## src/include/mbc_params.svh

```systemverilog
// constants for the microsequencer branch control block
// assumes a single 10 MHz clock and a synchronous active-high reset
//
// How it works
// - simple loop nonzero: decrement, branch data
// - simple loop at zero: sequential, hold
// - loop opcodes ignore the test result
// - loops clear selected match flag when nonzero
// - nested loop nonzero: decrement, branch data
// - nested loop zero: return into count, sequential
// - failed test holds state except the combined decrement, sequential mostly
// - passing branch or call clears selected flag
// - branch when count zero, clear flag then
// - masked value is test anded with data
// - count-wait: wait decrementing, then load count
// - combined: pass branch, fail wait-decrement
// - push saves incremented address, loads count except plain push
// - test select picks one of eight
// - polarity bit inverts the selected condition
// - reset forces fetch of location 63
// - match flag set on masked equals constant
`ifndef MBC_PARAMS_SVH
`define MBC_PARAMS_SVH

`define MBC_AW            6
`define MBC_RESET_ADDR    6'h3f
`define MBC_COUNT_RESET   6'h00
`define MBC_RETURN_RESET  6'h00

// opcodes
`define MBC_OP_RET_LOAD_DATA     5'h00
`define MBC_OP_RET_NEST_LOAD     5'h01
`define MBC_OP_RET               5'h02
`define MBC_OP_RET_NEST          5'h03
`define MBC_OP_LOAD_DATA         5'h04
`define MBC_OP_LOAD_DATA_NEST    5'h05
`define MBC_OP_LOAD_MASKED       5'h06
`define MBC_OP_LOAD_MASKED_NEST  5'h07
`define MBC_OP_LOOP              5'h08
`define MBC_OP_DEC               5'h09
`define MBC_OP_LOOP_NEST         5'h0a
`define MBC_OP_BRANCH_ZERO       5'h0b
`define MBC_OP_WAIT_LOAD_DATA    5'h0c
`define MBC_OP_CONTINUE          5'h0d
`define MBC_OP_WAIT_LOAD_MASKED  5'h0e
`define MBC_OP_BRANCH_MASKED     5'h0f
`define MBC_OP_CMP_HI            3'h4
`define MBC_OP_PUSH_LOAD_DATA    5'h14
`define MBC_OP_PUSH              5'h15
`define MBC_OP_PUSH_LOAD_MASKED  5'h16
`define MBC_OP_PUSH_NEST         5'h17
`define MBC_OP_FORK              5'h18
`define MBC_OP_BRANCH_DATA       5'h19
`define MBC_OP_WAIT_BRANCH       5'h1a
`define MBC_OP_BRANCH_OR_WAIT    5'h1b
`define MBC_OP_CALL_DATA         5'h1c
`define MBC_OP_CALL_DATA_NEST    5'h1d
`define MBC_OP_CALL_MASKED       5'h1e
`define MBC_OP_CALL_MASKED_NEST  5'h1f

// test select codes
`define MBC_SEL_CONDITION        3'h6
`define MBC_SEL_MATCH            3'h7

// apb map
`define MBC_APB_AW               12
`define MBC_REG_CONTROL          12'h000
`define MBC_REG_STATUS           12'h004
`define MBC_CTRL_HALT_BIT        0
`define MBC_CTRL_RESET           32'h0000_0000

`endif

```

## src/include/mbc_pkg.sv

```systemverilog
// types for the microsequencer branch control block
// assumes mbc_params.svh for all numeric constants
package mbc_pkg;

  typedef enum logic [2:0] {
    mbc_src_current,
    mbc_src_increment,
    mbc_src_data,
    mbc_src_masked,
    mbc_src_return
  } mbc_addr_src_t;

  typedef enum logic [2:0] {
    mbc_cnt_hold,
    mbc_cnt_dec,
    mbc_cnt_data,
    mbc_cnt_masked,
    mbc_cnt_return
  } mbc_count_op_t;

  typedef enum logic [1:0] {
    mbc_ret_hold,
    mbc_ret_increment,
    mbc_ret_count
  } mbc_return_op_t;

endpackage : mbc_pkg

```

## src/logic/mbc_cond_select.sv

```systemverilog
// test condition selector with polarity
// assumes inputs synchronous to the caller's clock; purely combinational
`timescale 1ns/1ps
module mbc_cond_select (
  input  wire logic [5:0] i_test,
  input  wire logic       i_condition_input,
  input  wire logic       i_match_flag,
  input  wire logic [2:0] i_test_select,
  input  wire logic       i_test_polarity,
  output logic            o_pass
);
  logic [7:0] conditions;

  // eight candidate conditions
  assign conditions = {i_match_flag, i_condition_input, i_test};
  // polarity 1 passes on a low condition
  assign o_pass = conditions[i_test_select] ^ i_test_polarity;
endmodule : mbc_cond_select

```

## src/logic/mbc_mask_compare.sv

```systemverilog
// masked test value and constant compare
// assumes inputs synchronous to the caller's clock; purely combinational
`timescale 1ns/1ps
module mbc_mask_compare (
  input  wire logic [5:0] i_test,
  input  wire logic [5:0] i_mask,
  input  wire logic [5:0] i_constant,
  output logic [5:0]      o_masked,
  output logic            o_match
);
  assign o_masked = i_test & i_mask;
  assign o_match  = (o_masked == i_constant);
endmodule : mbc_mask_compare

```

## src/logic/mbc_top.sv

```systemverilog
// next-address and register-update control of a 64-word microsequencer
// assumes instruction fields come from an outside pipeline register
// and are stable in the cycle they are decoded; apb master drives registers
//
// Our own choices: the APB interface to the registers and the register offsets.
`timescale 1ns/1ps
`include "mbc_params.svh"
module mbc_top (
  input  wire logic                   i_ref_clk,
  input  wire logic                   i_rst,
  input  wire logic [4:0]             i_opcode,
  input  wire logic                   i_test_polarity,
  input  wire logic [2:0]             i_test_select,
  input  wire logic [5:0]             i_data_field,
  input  wire logic [5:0]             i_test,
  input  wire logic                   i_condition_input,
  input  wire logic                   i_psel,
  input  wire logic                   i_penable,
  input  wire logic                   i_pwrite,
  input  wire logic [`MBC_APB_AW-1:0] i_paddr,
  input  wire logic [31:0]            i_pwdata,
  output logic [31:0]                 o_prdata,
  output logic                        o_pready,
  output logic                        o_pslverr,
  output logic [5:0]                  o_microaddress_counter,
  output logic [5:0]                  o_loop_count_register,
  output logic [5:0]                  o_return_stack_register,
  output logic                        o_match_flag,
  output logic                        o_count_zero
);

  // ==========================================================
  // state
  // ==========================================================
  logic [5:0]  microaddress_counter;
  logic [5:0]  loop_count_register;
  logic [5:0]  return_stack_register;
  logic        match_flag;
  logic [31:0] control;
  logic        halt;

  logic [5:0]  incremented;
  logic [5:0]  masked_test_value;
  logic [5:0]  constant_field;
  logic        masked_match;
  logic        pass;
  logic        count_zero;
  logic        match_selected;

  mbc_pkg::mbc_addr_src_t  next_address_select;
  mbc_pkg::mbc_count_op_t  next_count_op;
  mbc_pkg::mbc_return_op_t next_return_op;
  logic                    next_clear_match;
  logic                    next_set_match;

  logic [5:0] next_address;
  logic [5:0] next_loop_count;
  logic [5:0] next_return_stack;

  assign halt           = control[`MBC_CTRL_HALT_BIT];
  assign incremented    = microaddress_counter + 6'h01;
  assign count_zero     = (loop_count_register == 6'h00);
  assign match_selected = (i_test_select == `MBC_SEL_MATCH);
  // constant field overlaps opcode low bits, polarity and test select
  assign constant_field = {i_opcode[1:0], i_test_polarity, i_test_select};

  // ==========================================================
  // condition and mask logic
  // ==========================================================
  mbc_cond_select u_cond (
    .i_test            (i_test),
    .i_condition_input (i_condition_input),
    .i_match_flag      (match_flag),
    .i_test_select     (i_test_select),
    .i_test_polarity   (i_test_polarity),
    .o_pass            (pass)
  );

  mbc_mask_compare u_mask (
    .i_test     (i_test),
    .i_mask     (i_data_field),
    .i_constant (constant_field),
    .o_masked   (masked_test_value),
    .o_match    (masked_match)
  );

  // ==========================================================
  // instruction decode
  // ==========================================================
  always_comb begin
    next_address_select = mbc_pkg::mbc_src_increment;
    next_count_op       = mbc_pkg::mbc_cnt_hold;
    next_return_op      = mbc_pkg::mbc_ret_hold;
    next_clear_match    = 1'b0;
    next_set_match      = 1'b0;
    case (i_opcode)
      `MBC_OP_RET_LOAD_DATA: begin
        if (pass) begin
          next_address_select = mbc_pkg::mbc_src_return;
          next_count_op       = mbc_pkg::mbc_cnt_data;
        end
      end
      `MBC_OP_RET_NEST_LOAD: begin
        if (pass) begin
          next_address_select = mbc_pkg::mbc_src_return;
          next_return_op      = mbc_pkg::mbc_ret_count;
          next_count_op       = mbc_pkg::mbc_cnt_data;
        end
      end
      `MBC_OP_RET: begin
        if (pass) begin
          next_address_select = mbc_pkg::mbc_src_return;
        end
      end
      `MBC_OP_RET_NEST: begin
        if (pass) begin
          next_address_select = mbc_pkg::mbc_src_return;
          next_return_op      = mbc_pkg::mbc_ret_count;
        end
      end
      `MBC_OP_LOAD_DATA: begin
        if (pass) begin
          next_count_op = mbc_pkg::mbc_cnt_data;
        end
      end
      `MBC_OP_LOAD_DATA_NEST: begin
        if (pass) begin
          next_return_op = mbc_pkg::mbc_ret_count;
          next_count_op  = mbc_pkg::mbc_cnt_data;
        end
      end
      `MBC_OP_LOAD_MASKED: begin
        if (pass) begin
          next_count_op = mbc_pkg::mbc_cnt_masked;
        end
      end
      `MBC_OP_LOAD_MASKED_NEST: begin
        if (pass) begin
          next_return_op = mbc_pkg::mbc_ret_count;
          next_count_op  = mbc_pkg::mbc_cnt_masked;
        end
      end
      `MBC_OP_DEC: begin
        if (pass) begin
          next_count_op = mbc_pkg::mbc_cnt_dec;
        end
      end
      `MBC_OP_LOOP: begin
        // test result not consulted
        if (!count_zero) begin
          next_address_select = mbc_pkg::mbc_src_data;
          next_count_op       = mbc_pkg::mbc_cnt_dec;
          next_clear_match    = match_selected;
        end // zero case keeps defaults
      end
      `MBC_OP_LOOP_NEST: begin
        if (!count_zero) begin
          next_address_select = mbc_pkg::mbc_src_data;
          next_count_op       = mbc_pkg::mbc_cnt_dec;
          next_clear_match    = match_selected;
        end else begin
          next_count_op = mbc_pkg::mbc_cnt_return;
        end
      end
      `MBC_OP_BRANCH_ZERO: begin
        if (count_zero) begin
          next_address_select = mbc_pkg::mbc_src_data;
          next_clear_match    = match_selected;
        end
      end
      `MBC_OP_WAIT_LOAD_DATA: begin
        if (!count_zero) begin
          next_address_select = mbc_pkg::mbc_src_current;
          next_count_op       = mbc_pkg::mbc_cnt_dec;
        end else begin
          next_count_op = mbc_pkg::mbc_cnt_data;
        end
      end
      `MBC_OP_WAIT_LOAD_MASKED: begin
        if (!count_zero) begin
          next_address_select = mbc_pkg::mbc_src_current;
          next_count_op       = mbc_pkg::mbc_cnt_dec;
        end else begin
          next_count_op = mbc_pkg::mbc_cnt_masked;
        end
      end
      `MBC_OP_CONTINUE: begin
        next_address_select = mbc_pkg::mbc_src_increment;
      end
      `MBC_OP_BRANCH_MASKED: begin
        if (pass) begin
          next_address_select = mbc_pkg::mbc_src_masked;
          next_clear_match    = match_selected;
        end
      end
      `MBC_OP_PUSH_LOAD_DATA: begin
        if (pass) begin
          next_return_op = mbc_pkg::mbc_ret_increment;
          next_count_op  = mbc_pkg::mbc_cnt_data;
        end
      end
      `MBC_OP_PUSH: begin
        if (pass) begin
          next_return_op = mbc_pkg::mbc_ret_increment;
        end
      end
      `MBC_OP_PUSH_LOAD_MASKED: begin
        if (pass) begin
          next_return_op = mbc_pkg::mbc_ret_increment;
          next_count_op  = mbc_pkg::mbc_cnt_masked;
        end
      end
      `MBC_OP_PUSH_NEST: begin
        if (pass) begin
          next_return_op = mbc_pkg::mbc_ret_increment;
          next_count_op  = mbc_pkg::mbc_cnt_return;
        end
      end
      `MBC_OP_FORK: begin
        if (pass) begin
          next_address_select = mbc_pkg::mbc_src_data;
          next_clear_match    = match_selected;
        end else begin
          next_address_select = mbc_pkg::mbc_src_return;
        end
      end
      `MBC_OP_BRANCH_DATA: begin
        if (pass) begin
          next_address_select = mbc_pkg::mbc_src_data;
          next_clear_match    = match_selected;
        end
      end
      `MBC_OP_WAIT_BRANCH: begin
        if (pass) begin
          next_address_select = mbc_pkg::mbc_src_data;
          next_clear_match    = match_selected;
        end else begin
          next_address_select = mbc_pkg::mbc_src_current;
        end
      end
      `MBC_OP_BRANCH_OR_WAIT: begin
        if (pass) begin
          next_address_select = mbc_pkg::mbc_src_data;
          next_clear_match    = match_selected;
        end else if (!count_zero) begin
          next_address_select = mbc_pkg::mbc_src_current;
          next_count_op       = mbc_pkg::mbc_cnt_dec;
        end
      end
      `MBC_OP_CALL_DATA: begin
        if (pass) begin
          next_address_select = mbc_pkg::mbc_src_data;
          next_return_op      = mbc_pkg::mbc_ret_increment;
          next_clear_match    = match_selected;
        end
      end
      `MBC_OP_CALL_DATA_NEST: begin
        if (pass) begin
          next_address_select = mbc_pkg::mbc_src_data;
          next_return_op      = mbc_pkg::mbc_ret_increment;
          next_count_op       = mbc_pkg::mbc_cnt_return;
          next_clear_match    = match_selected;
        end
      end
      `MBC_OP_CALL_MASKED: begin
        if (pass) begin
          next_address_select = mbc_pkg::mbc_src_masked;
          next_return_op      = mbc_pkg::mbc_ret_increment;
          next_clear_match    = match_selected;
        end
      end
      `MBC_OP_CALL_MASKED_NEST: begin
        if (pass) begin
          next_address_select = mbc_pkg::mbc_src_masked;
          next_return_op      = mbc_pkg::mbc_ret_increment;
          next_count_op       = mbc_pkg::mbc_cnt_return;
          next_clear_match    = match_selected;
        end
      end
      default: begin
        // compare group 10..13, sequential
        if (i_opcode[4:2] == `MBC_OP_CMP_HI) begin
          next_set_match = masked_match;
        end
      end
    endcase
  end

  // ==========================================================
  // next-value muxes
  // ==========================================================
  always_comb begin
    case (next_address_select)
      mbc_pkg::mbc_src_current: next_address = microaddress_counter;
      mbc_pkg::mbc_src_data:    next_address = i_data_field;
      mbc_pkg::mbc_src_masked:  next_address = masked_test_value;
      mbc_pkg::mbc_src_return:  next_address = return_stack_register;
      default:                  next_address = incremented;
    endcase
  end

  always_comb begin
    case (next_count_op)
      mbc_pkg::mbc_cnt_dec:    next_loop_count = loop_count_register - 6'h01;
      mbc_pkg::mbc_cnt_data:   next_loop_count = i_data_field;
      mbc_pkg::mbc_cnt_masked: next_loop_count = masked_test_value;
      mbc_pkg::mbc_cnt_return: next_loop_count = return_stack_register;
      default:                 next_loop_count = loop_count_register;
    endcase
  end

  always_comb begin
    case (next_return_op)
      mbc_pkg::mbc_ret_increment: next_return_stack = incremented;
      mbc_pkg::mbc_ret_count:     next_return_stack = loop_count_register;
      default:                    next_return_stack = return_stack_register;
    endcase
  end

  // ==========================================================
  // sequencer registers
  // ==========================================================
  always_ff @(posedge i_ref_clk) begin
    if (i_rst) begin
      microaddress_counter <= `MBC_RESET_ADDR;
    end else if (!halt) begin
      microaddress_counter <= next_address;
    end
  end

  always_ff @(posedge i_ref_clk) begin
    if (i_rst) begin
      loop_count_register   <= `MBC_COUNT_RESET;
      return_stack_register <= `MBC_RETURN_RESET;
    end else if (!halt) begin
      loop_count_register   <= next_loop_count;
      return_stack_register <= next_return_stack;
    end
  end

  always_ff @(posedge i_ref_clk) begin
    if (i_rst) begin
      match_flag <= 1'b0;
    end else if (!halt) begin
      if (next_set_match) begin
        match_flag <= 1'b1;
      end else if (next_clear_match) begin
        match_flag <= 1'b0;
      end
    end
  end

  always_ff @(posedge i_ref_clk) begin
    if (i_rst) begin
      o_microaddress_counter  <= `MBC_RESET_ADDR;
      o_loop_count_register   <= `MBC_COUNT_RESET;
      o_return_stack_register <= `MBC_RETURN_RESET;
      o_match_flag            <= 1'b0;
      o_count_zero            <= 1'b1;
    end else begin
      o_microaddress_counter  <= microaddress_counter;
      o_loop_count_register   <= loop_count_register;
      o_return_stack_register <= return_stack_register;
      o_match_flag            <= match_flag;
      o_count_zero            <= count_zero;
    end
  end

  // ==========================================================
  // apb slave
  // ==========================================================
  logic access;
  logic known_addr;

  assign access     = i_psel & i_penable;
  assign known_addr = (i_paddr == `MBC_REG_CONTROL) | (i_paddr == `MBC_REG_STATUS);

  // one wait state, then pready for a single cycle
  always_ff @(posedge i_ref_clk) begin
    if (i_rst) begin
      o_pready  <= 1'b0;
      o_pslverr <= 1'b0;
      o_prdata  <= 32'h0000_0000;
    end else begin
      o_pready  <= access & ~o_pready;
      o_pslverr <= access & ~o_pready & ~known_addr;
      if (access & ~o_pready & ~i_pwrite) begin
        case (i_paddr)
          `MBC_REG_CONTROL: o_prdata <= control;
          `MBC_REG_STATUS:  o_prdata <= {7'h00, count_zero, match_flag, 1'b0,
                                         return_stack_register, 2'h0,
                                         loop_count_register, 2'h0,
                                         microaddress_counter};
          default:          o_prdata <= 32'h0000_0000;
        endcase
      end else begin
        o_prdata <= 32'h0000_0000;
      end
    end
  end

  always_ff @(posedge i_ref_clk) begin
    if (i_rst) begin
      control <= `MBC_CTRL_RESET;
    end else if (access & o_pready & i_pwrite & (i_paddr == `MBC_REG_CONTROL)) begin
      control <= {31'h0, i_pwdata[`MBC_CTRL_HALT_BIT]};
    end
  end

endmodule : mbc_top

```

## config.mk

```make
export PLATFORM = sky130hd
export DESIGN_NAME = mbc_top
export DESIGN_NICKNAME = d
export VERILOG_FILES = /design/src/include/mbc_pkg.sv /design/src/logic/mbc_cond_select.sv /design/src/logic/mbc_mask_compare.sv /design/src/logic/mbc_top.sv
export VERILOG_INCLUDE_DIRS = /design/src /design/src/include
export SDC_FILE = /design/constraint.sdc
export NUM_CORES = 1
export LEC_CHECK = 0
export BUFFER_PORTS_ARGS = -buffer_cell sky130_fd_sc_hd__buf_2
export CELL_PAD_IN_SITES_DETAIL_PLACEMENT = 1
export CELL_PAD_IN_SITES_GLOBAL_PLACEMENT = 1
export CORE_MARGIN = 3
export CORE_UTILIZATION = 32
export CTS_CLUSTER_SIZE = 12
export DETAILED_ROUTE_END_ITERATION = 8
export PLACE_DENSITY = 0.81
export SLEW_MARGIN = 10
export SYNTH_ARGS = -nofsm -noshare
export SYNTH_HDL_FRONTEND = slang
export SYNTH_HIERARCHICAL = 1
export SYNTH_SLANG_ARGS = --single-unit
```

## constraint.sdc

```tcl
create_clock -name i_ref_clk -period 2.6 [get_ports i_ref_clk]
set_input_delay 0.26 -clock i_ref_clk [delete_from_list [all_inputs] [get_ports i_ref_clk]]
set_output_delay 0.26 -clock i_ref_clk [all_outputs]
set_load 0.02 [all_outputs]
```

* Word level (Yosys, flattened, before mapping)
Index checks and enable logic that the tools add are counted.
Widths: inputs -> output; s select.
** Storage, ports and cells
- Bits in registers :: 74
- Output and inout port bits :: 54
- Word-level logic and storage cells :: 131
** Operators by class
- Add/subtract/negate cells :: 2
- Order comparisons :: 1
- Equal/unequal tests :: 40
- Mux-type cells :: 35
- Bitwise operators :: 16
- Reduce and logical (&&, ||, !) cells :: 24
** Operators with widths (count)
- $eq 5x5->1 const B :: 12
- $pmux 3 s9 :: 2
- $pmux 25 s2 :: 1
- $pmux 6 s4 :: 2
- $eq 5x4->1 const B :: 8
- $reduce_or 28->1 :: 1
- $eq 5x3->1 const B :: 4
- $mux 2 :: 8
- $mux 3 :: 5
- $mux 1 :: 13
- $eq 12x3->1 const B :: 1
- $eq 3x2->1 const B :: 4
- $eq 3x3->1 const B :: 4
- $logic_not 12->1 :: 1
- $pmux 6 s2 :: 1
- $reduce_or 3->1 :: 4
- $eq 5x2->1 const B :: 2
- $reduce_or 9->1 :: 1
- $reduce_and 2->1 :: 4
- $reduce_or 4->1 :: 2
- $reduce_or 8->1 :: 1
- $and 1x1->1 :: 7
- $add 6x1->6 const B :: 1
- $and 6x6->6 :: 1
- 20 further kinds :: 28

* Logic depth before layout (Yosys ltp)
- Depth after elaboration :: 8
- Mapped depth :: 13

* Cells and area by module
The synthesis kept the hierarchy.
** By module, submodules not included
- mbc_top :: instances 1, cells each 331, area an instance 3002.9 um^2
- mbc_mask_compare :: instances 1, cells each 19, area an instance 131.4 um^2
- mbc_cond_select :: instances 1, cells each 7, area an instance 76.3 um^2

* Least setup slack after synthesis
No wires, ideal clock.
- Path kind :: input to register
- Start :: input i_test_select[0]
- End :: register microaddress_counter[1]
- Arrival :: 2.686 ns
- Required time :: 2.483 ns
- Slack :: -0.203 ns
- Stages on the path :: 12
- Cell sequence :: clkbuf_2 -> mux2i_1 -> mux4_2 -> xnor2_1 -> buf_2 -> nor2b_1 -> and3_1 -> o31a_1 -> nor3_2 -> a21oi_2 -> or2_4 -> o22a_1
** Between the ends
- Cells in the longest elaborated chain, start to end :: 8
- Elaborated cells on any way between the ends :: 17
** RTL lines
- from (decl) :: RTL line mbc_top.sv:13 : input wire logic [2:0] i_test_select,
- $bmux 1 s3 (*) :: RTL line mbc_cond_select.sv:17 : assign o_pass = conditions[i_test_select] ^ i_test_polarity;
- $mux 1 (not written as such) (*) :: RTL line mbc_cond_select.sv:17
- $xor 1x1->1 (*) :: RTL line mbc_cond_select.sv:17
- named net pass :: RTL line mbc_top.sv:46 : logic pass;
- $mux 2, or another cell as far along :: RTL line mbc_top.sv:228, mbc_top.sv:251, mbc_top.sv:258
- $pmux 3 s9 (*) :: RTL line mbc_top.sv:96 : case (i_opcode)
- branches (longest 3 deep; another with $pmux 6 s4)
- to (signal assigned) :: RTL line mbc_top.sv:325 : microaddress_counter <= `MBC_RESET_ADDR;
- to (signal assigned) :: RTL line mbc_top.sv:327 : microaddress_counter <= next_address;
- to (decl) :: RTL line mbc_top.sv:35 : logic [5:0] microaddress_counter;
Mark *: on every way through the listed nets, which the timed path passes. The select of a mux whose other input is x is not followed.
A chain may end at the register's enable or synchronous reset.

* Worst setup path in the final report
- Start :: register match_flag
- End :: register microaddress_counter[0]
** Between the ends
- Cells in the longest elaborated chain, start to end :: 8
- Elaborated cells on any way between the ends :: 17
** RTL lines
- from (decl) :: RTL line mbc_top.sv:38 : logic match_flag;
- from (signal assigned) :: RTL line mbc_top.sv:343 : match_flag <= 1'b0;
- from (signal assigned) :: RTL line mbc_top.sv:346 : match_flag <= 1'b1;
- from (signal assigned) :: RTL line mbc_top.sv:348 : match_flag <= 1'b0;
- $bmux 1 s3 (*) :: RTL line mbc_cond_select.sv:17
- $mux 1 (not written as such) (*) :: RTL line mbc_cond_select.sv:17
- $xor 1x1->1 (*) :: RTL line mbc_cond_select.sv:17
- named net pass :: RTL line mbc_top.sv:46
- $mux 2, or another cell as far along :: RTL line mbc_top.sv:228, mbc_top.sv:251, mbc_top.sv:258
- $pmux 3 s9 (*) :: RTL line mbc_top.sv:96
- branches (longest 3 deep; another with $pmux 6 s4)
Marks and branches as above.

==> flow_summary.toml <==
[routing]
drt_iter0_markers = 165
viasPerCell = 5.09
postRouteAntennaNets = 0
first_pass_iters = 4
wl_per_cell_um = 17.0
finalWirelength_um = 10200
drc = 0
vias = 3043

[global_route]
overflow = 0
gr-usage-all-layers_pct = 18.2
grt_max_degree = 33
antenna_found_initial = 0
grt_pass1_wl_um = 16200
grt_pass1_vias = 3187

[yosys]
yosys_most_used_dff = "dfxtp_1"
yosys.area.top_type = "dfxtp_1"
synth_top_family_by_area = "simple AND/OR/NAND/NOR gates"
synthTopCellsByArea = "dfxtp_1 39%, and3_1 5.1%, mux2i_1 3.7%"
synthSimpleGateAreaFrac_pct = 27.4
avgSynthCellArea_um2 = 8.99
synthMostInstantiatedCell = "dfxtp_1"
synthTopCellsByCount = "62 x dfxtp_1, 30 x nand2_1, 26 x and3_1, 19 x nor2_1, 15 x buf_4"
yosys_warnings = 6
yosysTopAreaCellShare_pct = 38.7
netlist_instances = 357
muxShareOfSynthArea_pct = 6.90
synthXorXnorAreaFrac_pct = 3.00
synth_seq_cells = 62
seq_area_frac_synth_pct = 38.7
synth_compound_area_share_pct = 16.0
synthesis.area_um2 = 3210
synth_enable_flop_cells = 0
ys_types = 64
synthAdderAreaFrac_pct = 1.17
synth-async-reset-ratio_pct = 0

[die]
dieWidth_um = 106
initial_core_util_pct = 33.8
die_area_um2 = 11300
core.rowCount = 35
coreArea_um2 = 9500
die_h_um = 106
pin_count = 125

[final_layout]
area_growth_pct = 33.6
drive_above_1_share_pct = 38.4
final_core_util_pct = 45.1
layout.nets = 538
antennaDiodeCount = 0

[worst_setup_path]
critPathCaptureType = "register"
worstPathMaxFanout = 6
critPathKind = "reg2reg"
required_ps = 2830
critPathArrivalTime_ps = 2960
start_kind = "register"

[sta]
min_period_ps = 2730
fin_ws_ps = -129
grt_setup_unrepaired = "yes"
worst_pin_slew_ps = 724
fmax_mhz = 366
fin_skew_ps = 13.4
slew_headroom_pct = 51.7
finalSetupTns_ps = -723
hold_viol_final = 0
setup_viol = 12
fin_hold_ws_ps = 122
finalCritPeriodShare_pct = 105
slew_viol_final = 0

[place]
portBuffers = 81
dp_hpwl_um = 7360
dpl_worst_slack_ps = -389
gp_congestion = 0.836

[status]
status = "finished with violations"
violations = "negative setup slack"

[clock_network]
clk_pin_slew_ps = 70
cts_buffers = 9
cts.sinks = 62
root_buffer = "clkbuf_8"
clk_latency_ps = 340
htree_levels = 3
ctsHoldBuffers = 0
tritoncts = "built"
clockBufferDepth = 2

[power]
power_leakage_nw = 1.98
total_power_w = 0.00293
powerDensity_nw_per_um2 = 682
ir_worst_vdd_mv = 0.215

[hold_path]
min_path_type = "in2reg"

[job]
max_cap_viol_count = 0
==> what timing repair did <==
item	CTS	global route
endpoints found under the setup margin	18	18
resized for setup	26	10
pin swaps	19	11
buffers inserted	5	1
==> kinds of logic after synthesis <==
group / count (synthesis)
AND/OR/NAND/NOR: 151
AO/OA/AOI/OAI: 70
flip-flops: 62
buffers and inverters: 39
multiplexers: 20
XOR/XNOR: 11
adder cells (fa/ha/maj): 3
other: 1
==> per-stage QoR <==
step | cell area [um^2] | std cells
after floorplan | 3290 | 368
after global placement | 3890 | 576
after detailed placement | 3890 | 576
after CTS | 4240 | 597
after global routing | 4290 | 598
final | 4290 | 598
==> power by group <==
part / internal (W) / switching (W)
Sequential: 0.00105 / 0.000119
Clock: 0.000440 / 0.000355
Combinational: 0.000458 / 0.000506
==> path summary, 6_finish.rpt <==
| path | start | end | slack [ps] | depth (start not counted) |
|---|---|---|---|---|
| worst max register to register | match_flag$_SDFFE_PP0P_ | microaddress_counter[0]$_SDFFE_PP1P_ | -130 | 12 |
| worst min-delay path | i_pwrite | o_prdata[0]$_SDFF_PP0_ | 120 | 2 |
| worst min register to register | loop_count_register[1]$_SDFFE_PP0P_ | o_loop_count_register[1]$_SDFF_PP0_ | 470 | 2 |
| worst max-delay path | match_flag$_SDFFE_PP0P_ | microaddress_counter[0]$_SDFFE_PP1P_ | -130 | 12 |
==> critical path: stages, from the launching register on <==
cell and delay (ps):
dfxtp_2 340, mux2i_1 70, mux4_2 540, xnor2_4 220, buf_6 170, buf_4 130
nor4_1 50, buf_4 160, nor3_4 220, buf_12 160, mux2i_4 250, o2111ai_2 160
o21a_1 150
==> cells in the final DEF, fill, tap and decap left out, types with 6 or more instances in the layout <==
cell,synthesis,final
buf_2,5,81
xnor2_1,8,7
and3_1,26,26
nand2_2,0,6
nor2_1,19,17
clkbuf_8,0,9
buf_4,15,31
a21oi_1,13,13
nand2b_1,10,9
mux2i_1,12,11
mux2_4,0,6
nand2_1,30,24
o21ai_0,13,10
nor2b_1,14,13
dfxtp_1,62,61
inv_1,6,6
conb_1,1,12
nand3_1,9,9
and2_1,6,6
or2_2,6,6
==> registers in the layout, summed over array words and instances (netlist names) <==
register,cells
o_pready,1
o_loop_count_register,6
return_stack_register,6
match_flag,1
control,1
o_count_zero,1
microaddress_counter,6
o_return_stack_register,6
o_match_flag,1
o_microaddress_counter,6
loop_count_register,6
o_prdata,20
o_pslverr,1
==> area by class of cell <==
type / instances / area [um^2]
Sequential cell: 62 / 1240
Tap cell: 129 / 161
Timing Repair Buffer: 118 / 723
Fill cell: 1136 / 5210
Inverter: 6 / 22.5
Clock buffer: 12 / 135
Multi-Input combinational cell: 267 / 1960
Clock inverter: 4 / 47.5
==> routing by layer <==
| metal | vias to the layer above | global-route usage [%] | wire length, um |
|---|---|---|---|
| li1 | 1461 | - | - |
| met1 | 1468 | 22.6 | 4280 |
| met2 | 97 | 30.8 | 5110 |
| met3 | 17 | 3.52 | 557 |
| met4 | 0 | 7.22 | 235 |
| met5 | - | 0 | 0 |
No activity file was read; power rests on OpenSTA's default activity.
